`config.mk`:
```
export PLATFORM = sky130hd
export DESIGN_NAME = dsih_sequencer
export DESIGN_NICKNAME = d
export VERILOG_FILES = /design/src/rtl/dsih_pkg.sv /design/src/rtl/dsih_return_stack.sv /design/src/rtl/dsih_sequencer.sv
export SDC_FILE = /design/constraint.sdc
export NUM_CORES = 1
export LEC_CHECK = 0
export BUFFER_PORTS_ARGS = -buffer_cell sky130_fd_sc_hd__buf_2
export CORE_UTILIZATION = 40
export DETAILED_ROUTE_END_ITERATION = 7
export GPL_TIMING_DRIVEN = 0
export PLACE_DENSITY = 0.66
export SYNTH_ARGS = -nofsm -noshare
export SYNTH_HDL_FRONTEND = slang
export SYNTH_SLANG_ARGS = --single-unit
export TNS_END_PERCENT = 30
```
`constraint.sdc`:
```
create_clock -name core_clk -period 2.8 [get_ports core_clk]
set_input_delay 0.28 -clock core_clk [delete_from_list [all_inputs] [get_ports core_clk]]
set_output_delay 0.28 -clock core_clk [all_outputs]
set_load 0.03 [all_outputs]
```
`src/rtl/dsih_pkg.sv`:
```
// Constants and types used by the sequencer; the return stack takes its sizes as parameters.
// Assumes a single 20 MHz core clock and a synchronous active-low reset.
package dsih_pkg;

  // Program counter spans 64K instruction words
  localparam int PC_WIDTH    = 16;
  localparam int IR_WIDTH    = 32;
  localparam int STACK_DEPTH = 4;
  localparam int TIMER_WIDTH = 16;
  localparam int NUM_SRC     = 9;   // Maskable sources, priorities 2..10

  localparam logic [15:0] PC_RESET    = 16'h0000;
  localparam logic [15:0] VEC_RESET   = 16'h0000;
  localparam logic [15:0] VEC_BASE    = 16'h0001;  // Source i -> base + i
  localparam logic [15:0] TIMER_RESET = 16'h0000;
  localparam logic [31:0] IR_RESET    = 32'h0000_0000;

  // Bit positions in pending, mask and in-service vectors
  localparam int SRC_TIMER = 0;
  localparam int SRC_ZDV   = 1;
  localparam int SRC_OVF   = 2;
  localparam int SRC_UNF   = 3;
  localparam int SRC_EXT0  = 4;
  localparam int SRC_IO    = 8;

  // Frozen-state access map on the external address bus
  localparam logic [15:0] DBG_PC      = 16'h0000;
  localparam logic [15:0] DBG_TIMER   = 16'h0001;
  localparam logic [15:0] DBG_INSVC   = 16'h0002;
  localparam logic [15:0] DBG_PENDING = 16'h0003;
  localparam logic [15:0] DBG_IR      = 16'h0004;

  typedef enum logic [1:0] {
    DSIH_RUN,
    DSIH_FROZEN,
    DSIH_STEP
  } dsih_hold_type;

endpackage

```
`src/rtl/dsih_return_stack.sv`:
```
// Return-address stack for the program sequencer.
// Assumes the owner never pushes and pops in the same cycle.
`timescale 1ns/1ps
module dsih_return_stack #(
  parameter int DEPTH = 4,
  parameter int WIDTH = 16
) (
  input  wire logic             core_clk,
  input  wire logic             rst_n,
  input  wire logic             clear,
  input  wire logic             push,
  input  wire logic             pop,
  input  wire logic [WIDTH-1:0] push_data,
  output logic      [WIDTH-1:0] top_data,
  output logic                  full,
  output logic [$clog2(DEPTH+1)-1:0] count
);

  localparam int CW = $clog2(DEPTH+1);

  logic [WIDTH-1:0] entry_reg [DEPTH];
  logic [CW-1:0]    count_reg;

  // Push on a full stack is dropped so older entries stay intact
  always_ff @(posedge core_clk) begin
    if (!rst_n || clear) begin
      count_reg <= '0;
    end else if (push && !full) begin
      count_reg <= count_reg + CW'(1);
    end else if (pop && count_reg != '0) begin
      count_reg <= count_reg - CW'(1);
    end
  end

  // Entry storage, no reset needed: count guards validity
  always_ff @(posedge core_clk) begin
    if (rst_n && !clear && push && !full) begin
      entry_reg[count_reg[$clog2(DEPTH)-1:0]] <= push_data;
    end
  end

  assign full     = (count_reg == CW'(DEPTH));
  assign count    = count_reg;
  assign top_data = (count_reg == '0) ? '0 :
                    entry_reg[$clog2(DEPTH)'(count_reg - CW'(1))];

endmodule

```
`src/rtl/dsih_sequencer.sv`:
```
// Program sequencer with prioritised interrupts, return stack and halt.
// Assumes all inputs are synchronous to core_clk; events are 1-cycle
// pulses and external request pins are idle high.
//
// What this block does
// [RULE_01] Reset clears PC to zero; PC then advances by one each cycle.
// [RULE_02] PC is sixteen bits, covering 64K instruction words.
// [RULE_03] Branch or accepted interrupt loads target, pushes old PC.
// [RULE_04] Return stack holds four entries for four nesting levels.
// [RULE_05] Each cycle the internal or external program word enters IR1.
// [RULE_06] Ten sources ranked; lower priority refused while higher served.
// [RULE_07] Low reset input is priority 1, vectors to 0000.
// [RULE_08] Sixteen-bit interval counter reaching zero raises priority 2, 0001.
// [RULE_09] Floating divide by zero traps at priority 3 to 0002.
// [RULE_10] Arithmetic overflow traps at priority 4 to 0003.
// [RULE_11] Floating underflow traps at priority 5 to 0004.
// [RULE_12] Falling edge on request pins 0..3 vectors 0005..0008, priority 6..9.
// [RULE_13] Serial or parallel input data ready: priority 10 to 0009.
// [RULE_14] Hold request high freezes execution and raises hold grant.
// [RULE_15] While frozen, controller reads and writes state over pins.
// [RULE_16] Hold request low resumes instruction execution.
// [RULE_17] Each rising step pulse while frozen executes one instruction.
// [RULE_18] Non-reset sources are individually maskable; masked stays pending.
// [RULE_19] Requests accepted at boundaries; full stack keeps older entries.
`timescale 1ns/1ps
module dsih_sequencer #(
  parameter int PC_W = dsih_pkg::PC_WIDTH,
  parameter int IR_W = dsih_pkg::IR_WIDTH
) (
  input  wire logic            core_clk,
  input  wire logic            rst_n,
  input  wire logic            reset_in_n,
  input  wire logic            branch_req,
  input  wire logic [PC_W-1:0] branch_target,
  input  wire logic            return_req,
  input  wire logic            ext_prog_sel,
  input  wire logic [IR_W-1:0] internal_program_memory,
  input  wire logic [IR_W-1:0] external_program_memory,
  input  wire logic            interval_run,
  input  wire logic [15:0]     interval_reload,
  input  wire logic            divide_by_zero_trap,
  input  wire logic            overflow_trap,
  input  wire logic            underflow_trap,
  input  wire logic            ext_irq_pin_zero_n,
  input  wire logic            ext_irq_pin_one_n,
  input  wire logic            ext_irq_pin_two_n,
  input  wire logic            ext_irq_pin_three_n,
  input  wire logic            serial_input_zero,
  input  wire logic            serial_input_one,
  input  wire logic            parallel_input,
  input  wire logic [8:0]      irq_mask,
  input  wire logic            hold_request,
  input  wire logic            step_pulse,
  input  wire logic [15:0]     external_address_bus,
  input  wire logic            dbg_read,
  input  wire logic            dbg_write,
  input  wire logic [31:0]     data_bus_in,
  output logic      [31:0]     data_bus_out,
  output logic                 data_bus_oe,
  output logic      [PC_W-1:0] prog_addr,
  output logic      [IR_W-1:0] first_instruction_register,
  output logic                 hold_grant,
  output logic                 irq_accept,
  output logic      [8:0]      in_service,
  output logic                 stack_dropped
);

  localparam int NS = dsih_pkg::NUM_SRC;

  dsih_pkg::dsih_hold_type state_reg, state_next;
  logic [PC_W-1:0] pc_reg;
  logic [IR_W-1:0] ir_reg;
  logic [15:0]     interval_counter;
  logic [NS-1:0]   pending_reg, in_service_reg, set_evt, clr_evt;
  logic [3:0]      ext_prev_reg, ext_now;
  logic            step_prev_reg, hold_grant_reg, accept_reg, dropped_reg;
  logic [31:0]     dbg_data_reg;
  logic            dbg_oe_reg;
  logic            exec, step_rise, accept, push, pop, stk_full, timer_hit;
  logic [3:0]      svc_limit, sel_idx;
  logic            sel_valid;
  logic [PC_W-1:0] stk_top;
  logic [2:0]      stk_count;

  // Hold control: one instruction per step edge while frozen
  assign step_rise = step_pulse && !step_prev_reg;
  assign exec      = (state_reg != dsih_pkg::DSIH_FROZEN);

  always_comb begin
    state_next = state_reg;
    unique case (state_reg)
      dsih_pkg::DSIH_RUN: begin
        if (hold_request) state_next = dsih_pkg::DSIH_FROZEN; // see [RULE_14]
      end
      dsih_pkg::DSIH_FROZEN: begin
        if (!hold_request) begin
          state_next = dsih_pkg::DSIH_RUN;                  // see [RULE_16]
        end else if (step_rise) begin
          state_next = dsih_pkg::DSIH_STEP;                 // see [RULE_17]
        end
      end
      dsih_pkg::DSIH_STEP: begin
        state_next = hold_request ? dsih_pkg::DSIH_FROZEN
                                  : dsih_pkg::DSIH_RUN;
      end
    endcase
  end

  always_ff @(posedge core_clk) begin
    if (!rst_n) begin
      state_reg      <= dsih_pkg::DSIH_RUN;
      hold_grant_reg <= 1'b0;
      step_prev_reg  <= 1'b0;
    end else begin
      state_reg      <= state_next;
      hold_grant_reg <= (state_next != dsih_pkg::DSIH_RUN); // see [RULE_14]
      step_prev_reg  <= step_pulse;
    end
  end

  // Event capture; a new event in the clearing cycle still sticks
  assign ext_now = {ext_irq_pin_three_n, ext_irq_pin_two_n,
                    ext_irq_pin_one_n, ext_irq_pin_zero_n};
  assign timer_hit = exec && interval_run && interval_counter == 16'h0001;

  always_comb begin
    set_evt = '0;
    set_evt[dsih_pkg::SRC_TIMER] = timer_hit;             // see [RULE_08]
    set_evt[dsih_pkg::SRC_ZDV]   = divide_by_zero_trap;   // see [RULE_09]
    set_evt[dsih_pkg::SRC_OVF]   = overflow_trap;         // see [RULE_10]
    set_evt[dsih_pkg::SRC_UNF]   = underflow_trap;        // see [RULE_11]
    set_evt[dsih_pkg::SRC_EXT0 +: 4] = ext_prev_reg & ~ext_now; // see [RULE_12]
    set_evt[dsih_pkg::SRC_IO] = serial_input_zero || serial_input_one
                                || parallel_input;        // see [RULE_13]
  end

  always_ff @(posedge core_clk) begin
    if (!rst_n) begin
      ext_prev_reg <= 4'hf;
      pending_reg  <= '0;
    end else begin
      ext_prev_reg <= ext_now;
      pending_reg  <= (pending_reg & ~clr_evt) | set_evt;
    end
  end

  // Highest eligible source above the level now in service
  always_comb begin
    svc_limit = 4'(NS);
    sel_valid = 1'b0;
    sel_idx   = 4'h0;
    for (int i = NS - 1; i >= 0; i--) begin
      if (in_service_reg[i]) svc_limit = 4'(i);             // see [RULE_06]
    end
    for (int i = NS - 1; i >= 0; i--) begin
      if (4'(i) < svc_limit && pending_reg[i] && !irq_mask[i]) begin
        sel_valid = 1'b1;                                   // see [RULE_18]
        sel_idx   = 4'(i);
      end
    end
  end

  // Only sequential-flow cycles act as acceptance boundaries
  assign accept = exec && reset_in_n && sel_valid && !branch_req
                  && !return_req;                           // see [RULE_19]
  assign clr_evt = (accept ? (NS'(1) << sel_idx) : '0)
                   | (exec && !reset_in_n ? {NS{1'b1}} : '0);
  assign push = exec && reset_in_n && (accept || branch_req);
  assign pop  = exec && reset_in_n && !accept && !branch_req && return_req;

  // Program counter
  always_ff @(posedge core_clk) begin
    if (!rst_n) begin
      pc_reg <= dsih_pkg::PC_RESET;                         // see [RULE_01]
    end else if (exec) begin
      if (!reset_in_n) begin
        pc_reg <= dsih_pkg::VEC_RESET;                      // see [RULE_07]
      end else if (accept) begin
        pc_reg <= dsih_pkg::VEC_BASE + 16'(sel_idx);        // see [RULE_03]
      end else if (branch_req) begin
        pc_reg <= branch_target;                            // see [RULE_03]
      end else if (return_req) begin
        pc_reg <= stk_top;
      end else begin
        pc_reg <= pc_reg + 16'h0001;                        // see [RULE_02]
      end
    end else if (dbg_write && external_address_bus == dsih_pkg::DBG_PC) begin
      pc_reg <= data_bus_in[PC_W-1:0];                      // see [RULE_15]
    end
  end

  // Service nesting; a return retires the most recent level
  always_ff @(posedge core_clk) begin
    if (!rst_n) begin
      in_service_reg <= '0;
      accept_reg     <= 1'b0;
      dropped_reg    <= 1'b0;
    end else begin
      accept_reg <= accept;
      if (exec && !reset_in_n) begin
        in_service_reg <= '0;
        dropped_reg    <= 1'b0;
      end else if (accept) begin
        in_service_reg <= in_service_reg | (NS'(1) << sel_idx);
      end else if (pop) begin
        in_service_reg <= in_service_reg & (in_service_reg - NS'(1));
      end
      if (push && stk_full) dropped_reg <= 1'b1;            // see [RULE_19]
    end
  end

  // Instruction fetch latch, frozen with the core
  always_ff @(posedge core_clk) begin
    if (!rst_n) begin
      ir_reg <= dsih_pkg::IR_RESET;
    end else if (exec) begin
      ir_reg <= ext_prog_sel ? external_program_memory
                             : internal_program_memory;    // see [RULE_05]
    end
  end

  // Interval counter reloads after reaching zero
  always_ff @(posedge core_clk) begin
    if (!rst_n) begin
      interval_counter <= dsih_pkg::TIMER_RESET;
    end else if (!exec) begin
      if (dbg_write && external_address_bus == dsih_pkg::DBG_TIMER)
        interval_counter <= data_bus_in[15:0];             // see [RULE_15]
    end else if (interval_run) begin
      interval_counter <= (interval_counter == 16'h0000) ? interval_reload
                          : interval_counter - 16'h0001;   // see [RULE_08]
    end
  end

  // Frozen-state readback, driven only while the grant is up
  always_ff @(posedge core_clk) begin
    if (!rst_n) begin
      dbg_data_reg <= 32'h0000_0000;
      dbg_oe_reg   <= 1'b0;
    end else begin
      dbg_oe_reg <= hold_grant_reg && dbg_read;            // see [RULE_15]
      unique case (external_address_bus)
        dsih_pkg::DBG_PC:      dbg_data_reg <= 32'(pc_reg);
        dsih_pkg::DBG_TIMER:   dbg_data_reg <= 32'(interval_counter);
        dsih_pkg::DBG_INSVC:   dbg_data_reg <= 32'(in_service_reg);
        dsih_pkg::DBG_PENDING: dbg_data_reg <= 32'(pending_reg);
        dsih_pkg::DBG_IR:      dbg_data_reg <= 32'(ir_reg);
        default:               dbg_data_reg <= 32'h0000_0000;
      endcase
    end
  end

  dsih_return_stack #(
    .DEPTH (dsih_pkg::STACK_DEPTH),
    .WIDTH (PC_W)
  ) u_return_stack (
    .core_clk  (core_clk),
    .rst_n     (rst_n),
    .clear     (exec && !reset_in_n),
    .push      (push),                                      // see [RULE_04]
    .pop       (pop),
    .push_data (pc_reg),
    .top_data  (stk_top),
    .full      (stk_full),
    .count     (stk_count)
  );

  assign data_bus_out               = dbg_data_reg;
  assign data_bus_oe                = dbg_oe_reg;
  assign prog_addr                  = pc_reg;
  assign first_instruction_register = ir_reg;
  assign hold_grant                 = hold_grant_reg;
  assign irq_accept                 = accept_reg;
  assign in_service                 = in_service_reg;
  assign stack_dropped              = dropped_reg;
endmodule

```
### Word-level counts from Yosys, hierarchy flattened

Memory sizes are Yosys's and may differ from the RTL's.
Index checks and enable logic that the tools add are counted.

* register bits after elaboration: 128
* memory bits (writable): 64
* input port bits: 174
* output and inout port bits: 93
* logic and storage cells: 178
* memories kept: 1

* $add $sub $neg: 6
* magnitude comparators: 9
* eq/ne operators: 10
* shift-type cells: 1
* muxes and demuxes: 55
* bitwise gates (word level): 9
* reductions and logical operators: 73

Memory list
* u_return_stack.entry_reg: depth 4, bits a word 16, read ports 1, clocked after memory_dff 0, wr ports 1, line dsih_return_stack.sv:21 `logic [WIDTH-1:0] entry_reg [DEPTH];`

Operators by type and width (count)
* $mux W16: 11
* $pmux W32 S5: 1
* $mux W4: 17
* $logic_and A1 B1 Y1: 39
* $mux W9: 4
* $eq A16 B1 Y1 const B: 2
* $eq A16 B2 Y1 const B: 2
* $logic_not A16 Y1: 2
* $mux W32: 1
* $or A9 B9 Y9: 3
* $and A9 B9 Y9: 2
* $logic_not A1 Y1: 17
* $add A16 B1 Y16 const B: 1
* $eq A16 B3 Y1 const B: 1
* $lt A3 B4 Y1 const A: 4
* $sub A16 B1 Y16 const B: 1
* $mux W1: 15
* $reduce_bool A2 Y1: 6
* $not A9 Y9: 1
* $shl A1 B4 Y9 const A: 1
* $sub A9 B1 Y9 const B: 1
* $lt A1 B4 Y1 const A: 2
* $lt A2 B4 Y1 const A: 2
* $mux W2: 3
* other kinds (20): 24

### Longest topological paths before layout

* word-level depth: 31
* mapped depth: 12

### Hierarchy

From an unflattened synthesis, not the netlist that was laid out.

* cells, all modules: 926
* area, all modules: 9355.2 um^2

By module, submodules not included
* dsih_sequencer: times used 1, cells each 783, area an instance 6582.6 um^2, sequential area each 2502.4 um^2
* dsih_return_stack: times used 1, cells each 143, area an instance 2772.7 um^2, sequential area each 1981.9 um^2

### Least setup slack after synthesis

Ideal clock, no wire load.

* path type: flip-flop to flip-flop
* start: reg u_return_stack.count_reg[0] (netlist: u_return_stack.count[0])
* end: reg pc_reg[15] (netlist: prog_addr[15])
* arrival time: 2.735 ns
* required time: 2.669 ns
* setup slack: -0.066 ns
* cell stages (with the launch flop): 12
* clock period less this slack: 2.866 ns
* path through: dfxtp_1 > buf_2 > buf_2 > inv_1 > ha_1 > clkbuf_1 > clkbuf_1 > mux4_2 > nand2_1 > nand2_1 > o32ai_1 > o22ai_1

* longest elaborated chain between the ends: 8

RTL lines
* start: declaration: line dsih_return_stack.sv:22 `logic [CW-1:0] count_reg;`
* start signal: assignment: line dsih_return_stack.sv:29 `count_reg <= count_reg + CW'(1);`
* start signal: assignment: line dsih_return_stack.sv:31 `count_reg <= count_reg - CW'(1);`
* $sub A3 B1 Y3
* $mem_v2 Z4 W16
* $mux W16 (*): line dsih_return_stack.sv:44 `assign top_data = (count_reg == '0) ? '0 :`
* $mux W16 (*): line dsih_sequencer.sv:182 `end else if (return_req) begin`
* $mux W16 (*): line dsih_sequencer.sv:180 `end else if (branch_req) begin`
* $mux W16 (*): line dsih_sequencer.sv:178 `end else if (accept) begin`
* $mux W16 (*): line dsih_sequencer.sv:176 `if (!reset_in_n) begin`
* $mux W16 (*): line dsih_sequencer.sv:175 `end else if (exec) begin`
* end signal: assignment: line dsih_sequencer.sv:177 `pc_reg <= dsih_pkg::VEC_RESET;`
* end signal: assignment: line dsih_sequencer.sv:179 `pc_reg <= dsih_pkg::VEC_BASE + 16'(sel_idx);`
* end signal: assignment: line dsih_sequencer.sv:181 `pc_reg <= branch_target;`
* end: declaration: line dsih_sequencer.sv:71 `logic [PC_W-1:0] pc_reg;`

Mark *: on every way between the ends. The rest lies on a longest branch, timed or not.
A chain may end at the register's enable or synchronous reset.

### Final worst setup path

* start: reg in_service_reg[0] (netlist: in_service[0])
* end: reg pc_reg[1] (netlist: prog_addr[1])

* longest elaborated chain between the ends: 19

RTL lines
* start: declaration: line dsih_sequencer.sv:74 `logic [NS-1:0] pending_reg, in_service_reg, set_evt, clr_evt;`
* start signal: assignment: line dsih_sequencer.sv:204 `in_service_reg <= in_service_reg | (NS'(1) << sel_idx);`
* start signal: assignment: line dsih_sequencer.sv:206 `in_service_reg <= in_service_reg & (in_service_reg - NS'(1));`
* $mux W4 (*): line dsih_sequencer.sv:153 `if (in_service_reg[i]) svc_limit = 4'(i);`
* branches (longest 15 deep; another with $add A1 B4 Y5)
* $mux W16 (*): line dsih_sequencer.sv:178
* $mux W16 (*): line dsih_sequencer.sv:176
* $mux W16 (*): line dsih_sequencer.sv:175
* end signal: assignment: line dsih_sequencer.sv:174 `pc_reg <= dsih_pkg::PC_RESET;`
* end signal: assignment: line dsih_sequencer.sv:177
* end signal: assignment: line dsih_sequencer.sv:179

Every way passes the cells marked *.

==> qor.json <==
{
  "most_common_cell_after_layout_fill_and_taps_aside": {"value": "buf_2"},
  "crit_chain": {"value": "buf_2, or4_1, nor3_1, nand2_1, o31ai_1, and2_1, ha_1, or3_1, a31oi_1"},
  "average_via_count_per_standard_cell": {"value": 5.56},
  "synthesis.nets": {"value": 1165},
  "totalNegativeSetupSlack": {"value": 0, "unit": "ns"},
  "synth-edff-count": {"value": 64},
  "cts_inserted_buffers": {"value": 17},
  "met2_wirelength": {"value": 15500, "unit": "um"},
  "io_buffers": {"value": 247},
  "worstPathRequired": {"value": 3.18, "unit": "ns"},
  "number_of_flip_flops_in_the_largest_register": {"value": 64},
  "top_library_cells_by_usage_in_the_layout_fill_and_taps_aside": {"value": "255 x buf_2, 128 x dfxtp_1, 123 x nor2_1"},
  "worst_ep_arrival_time": {"value": 3.08, "unit": "ns"},
  "h-tree-depth": {"value": 4},
  "tritoncts": {"value": "done"},
  "detailedPlacementHpwl": {"value": 25000, "unit": "um"},
  "core.rowCount": {"value": 55},
  "worst_clock_skew": {"value": 0.0109, "unit": "ns"},
  "yosys_register_bits": {"value": 192},
  "wirelength": {"value": 32500, "unit": "um"},
  "tritoncts_num_sinks": {"value": 192},
  "drv_cap": {"value": 0},
  "synth_cells": {"value": 974},
  "count_of_pins_over_their_slew_limit": {"value": 0},
  "holdPathEnd": {"value": "ext_prev_reg[3]"},
  "top_layer": {"value": "met4"},
  "synth_warnings": {"value": 0},
  "num_vias": {"value": 8733},
  "r2r-start": {"value": "in_service[0]"},
  "path_delay_family": {"value": "simple AND/OR/NAND/NOR gates"},
  "gp_routability_congestion": {"value": 0.960},
  "areaGrowthSynthToFinish": {"value": 25.8, "unit": "%"},
  "worstHoldPathCells": {"value": 3},
  "worstHoldPathType": {"value": "input pin to register"},
  "synthFlopType": {"value": "dfxtp_1"},
  "grt_max_degree": {"value": 18},
  "post-route-min-period": {"value": 2.70, "unit": "ns"},
  "sequential_cell_area": {"value": 4480, "unit": "um^2"},
  "startpoint": {"value": "in_service[0]"},
  "globalRouteTotalUtil": {"value": 27.1, "unit": "%"},
  "reg2reg_path_depth": {"value": 9},
  "violation_count_after_the_first_detailed_route_iteration": {"value": 774},
  "final_min_period_over_clock_period": {"value": 96.5, "unit": "%"},
  "grt_antenna_before_repair": {"value": 2},
  "cts_buffer_depth": {"value": 2},
  "postSynthAreaPerCell": {"value": 9.69, "unit": "um^2"},
  "layout.nets": {"value": 1434},
  "power.density": {"value": 597, "unit": "nW/um^2"},
  "floorplan.initialDensity": {"value": 41.2, "unit": "%"},
  "r2r_setup_slack": {"value": 0.1, "unit": "ns"},
  "post-route-drc-count": {"value": 0},
  "finalHoldViolations": {"value": 0},
  "worstReg2RegEnd": {"value": "prog_addr[1]"},
  "io-pin-count": {"value": 267},
  "drtAntennaViolNets": {"value": 0},
  "slowest_delay": {"value": 0.58, "unit": "ns"},
  "clock_tree.root_cell": {"value": "clkbuf_16"},
  "path_max_fanout": {"value": 9},
  "multi_input_area": {"value": 4690, "unit": "um^2"},
  "hold_path.startpoint": {"value": "ext_irq_pin_three_n"},
  "critical-path-slowest-cell": {"value": "or4_1"},
  "synth.yosys.seq_area_share": {"value": 47.5, "unit": "%"},
  "clock_latency_on_the_worst_skew_pair": {"value": 0.45, "unit": "ns"},
  "met3WireLength": {"value": 2730, "unit": "um"},
  "cts_hold_buffers": {"value": 0},
  "global_route_wire_length_before_repair": {"value": 48800, "unit": "um"},
  "layout.core_utilization": {"value": 51.8, "unit": "%"},
  "die_w": {"value": 156, "unit": "um"},
  "timing.fmax": {"value": 0.370, "unit": "GHz"},
  "synth.lib_cells_used.distinct": {"value": 73},
  "power_leakage": {"value": 4.96, "unit": "nW"},
  "m1WireLength": {"value": 13300, "unit": "um"},
  "global_route.overflow_total": {"value": 0},
  "critPathLaunchType": {"value": "register"},
  "drt-wirelength-per-cell": {"value": 20.7, "unit": "um"},
  "vdd.ir_drop.worst": {"value": 0.375, "unit": "mV"},
  "syn-cell-area": {"value": 9440, "unit": "um^2"},
  "design.die.area": {"value": 24200, "unit": "um^2"},
  "via_count_of_the_first_global_routing_pass": {"value": 8313},
  "final_critical_path_setup_slack": {"value": 0.0986, "unit": "ns"},
  "filler_cell_count": {"value": 2136},
  "max-slew-margin-rel": {"value": 46.8, "unit": "%"},
  "worst-path-buf-inv": {"value": 1},
  "run_status": {"value": "finished clean"},
  "synthArstFlopShare": {"value": 0, "unit": "%"},
  "total_iterations_of_the_first_detailed_routing_run": {"value": 7},
  "setup-violations-final": {"value": 0},
  "worstMarginPinSlew": {"value": 0.796, "unit": "ns"},
  "worst-setup-path-type": {"value": "register to register"},
  "dp_worst_setup_slack": {"value": -0.920, "unit": "ns"},
  "core-area": {"value": 22900, "unit": "um^2"},
  "path_clk_slew": {"value": 0.07, "unit": "ns"},
  "grt_setup_unrepaired": {"value": "true"},
  "chipHeight": {"value": 156, "unit": "um"},
  "crit_path_end_kind": {"value": "register"},
  "post_route_cells_drive_above_1_share": {"value": 28.7, "unit": "%"}
}
-- Yosys cell counts (7+ instances only) --
cell / count / share of area, %
clkbuf_1: 47 / 1.9
nand2_1: 67 / 2.7
nand4_1: 13 / 0.86
inv_1: 28 / 1.1
nor3_1: 17 / 0.90
mux2i_1: 38 / 4.0
nor2b_1: 8 / 0.53
mux4_2: 16 / 3.8
a211oi_1: 9 / 0.72
a2bb2oi_1: 8 / 0.74
buf_2: 10 / 0.53
edfxtp_1: 64 / 20
xnor2_1: 12 / 1.1
nor2_1: 123 / 4.9
ha_1: 17 / 2.3
and2_1: 15 / 0.99
nand2b_1: 9 / 0.60
a21oi_1: 69 / 3.7
dfxtp_1: 128 / 27
and3_1: 22 / 1.5
o21ai_0: 43 / 2.3
nand3_1: 30 / 1.6
buf_1: 9 / 0.36
nor4_1: 7 / 0.46
mux2_2: 13 / 1.6
a22oi_1: 16 / 1.3
a31oi_1: 15 / 0.99
a222oi_1: 9 / 0.95
-- tightest hold or removal path, stage by stage --
cell    delay (ns)
buf_2         0.07
nor2_1        0.04
inv_1         0.04
-- logic make-up after synthesis --
group / count (synthesis) / synth area share [%]
multiplexers: 67 / 9.40
adder cells (fa/ha/maj): 17 / 2.25
AO/OA/AOI/OAI: 237 / 16.8
flip-flops: 192 / 47.5
XOR/XNOR: 16 / 1.48
AND/OR/NAND/NOR: 348 / 18.5
buffers and inverters: 97 / 3.99
-- area by class of cell --
class | count | share of cell area, %
antenna | 2 | 0.0421
buffer | 64 | 2.31
clock buffer | 19 | 3.83
clock inverter | 13 | 1.29
inverter | 31 | 0.980
multi-input combinational | 685 | 39.5
sequential | 192 | 37.8
tap | 313 | 3.30
timing repair buffer | 252 | 11.0
-- repair_timing --
item | 4_1_cts | 5_1_grt
setup buffers | 2 | 2
pin swaps | 3 | 2
setup endpoints to repair | 75 | 102
gates resized for setup | 15 | 22
-- through the flow --
| step | hold WS [ns] | area, um^2 | power (mW) | cells |
|---|---|---|---|---|
| finish | 0.0210 | 11900 | 7.09 | 1571 |
| global route | 0.0293 | 11900 | 7.33 | 1571 |
| CTS | 0.0127 | 11800 | 7.07 | 1568 |
| detailed placement | 0.434 | 11100 | 4.53 | 1535 |
| global placement | 0.423 | 11100 | 4.52 | 1534 |
| floorplan | 0.378 | 9440 | 4.05 | 974 |
-- where the power goes --
part           internal (mW)  switching (mW)
Combinational          0.534           0.814
Clock                   1.39            1.17
Sequential              3.01           0.171
-- worst max path at each step --
stage / slack (ns) / to / cells past startpoint
floorplan: -0.03 / u_return_stack.entry_reg[1][0] / 7
global placement: -0.87 / prog_addr[15] / 11
detailed placement: -0.92 / prog_addr[15] / 11
CTS: -0.07 / u_return_stack.entry_reg[0][3] / 7
global route: -0.05 / prog_addr[4] / 12
finish: 0.1 / prog_addr[1] / 9
-- layer usage --
| metal | GRT usage, % | vias up |
|---|---|---|
| li1 | - | 4135 |
| met1 | 35.3 | 4091 |
| met2 | 45.1 | 453 |
| met3 | 4.64 | 54 |
| met4 | 10.2 | 0 |
| met5 | 0 | - |
No activity file was read; power rests on OpenSTA's default activity.
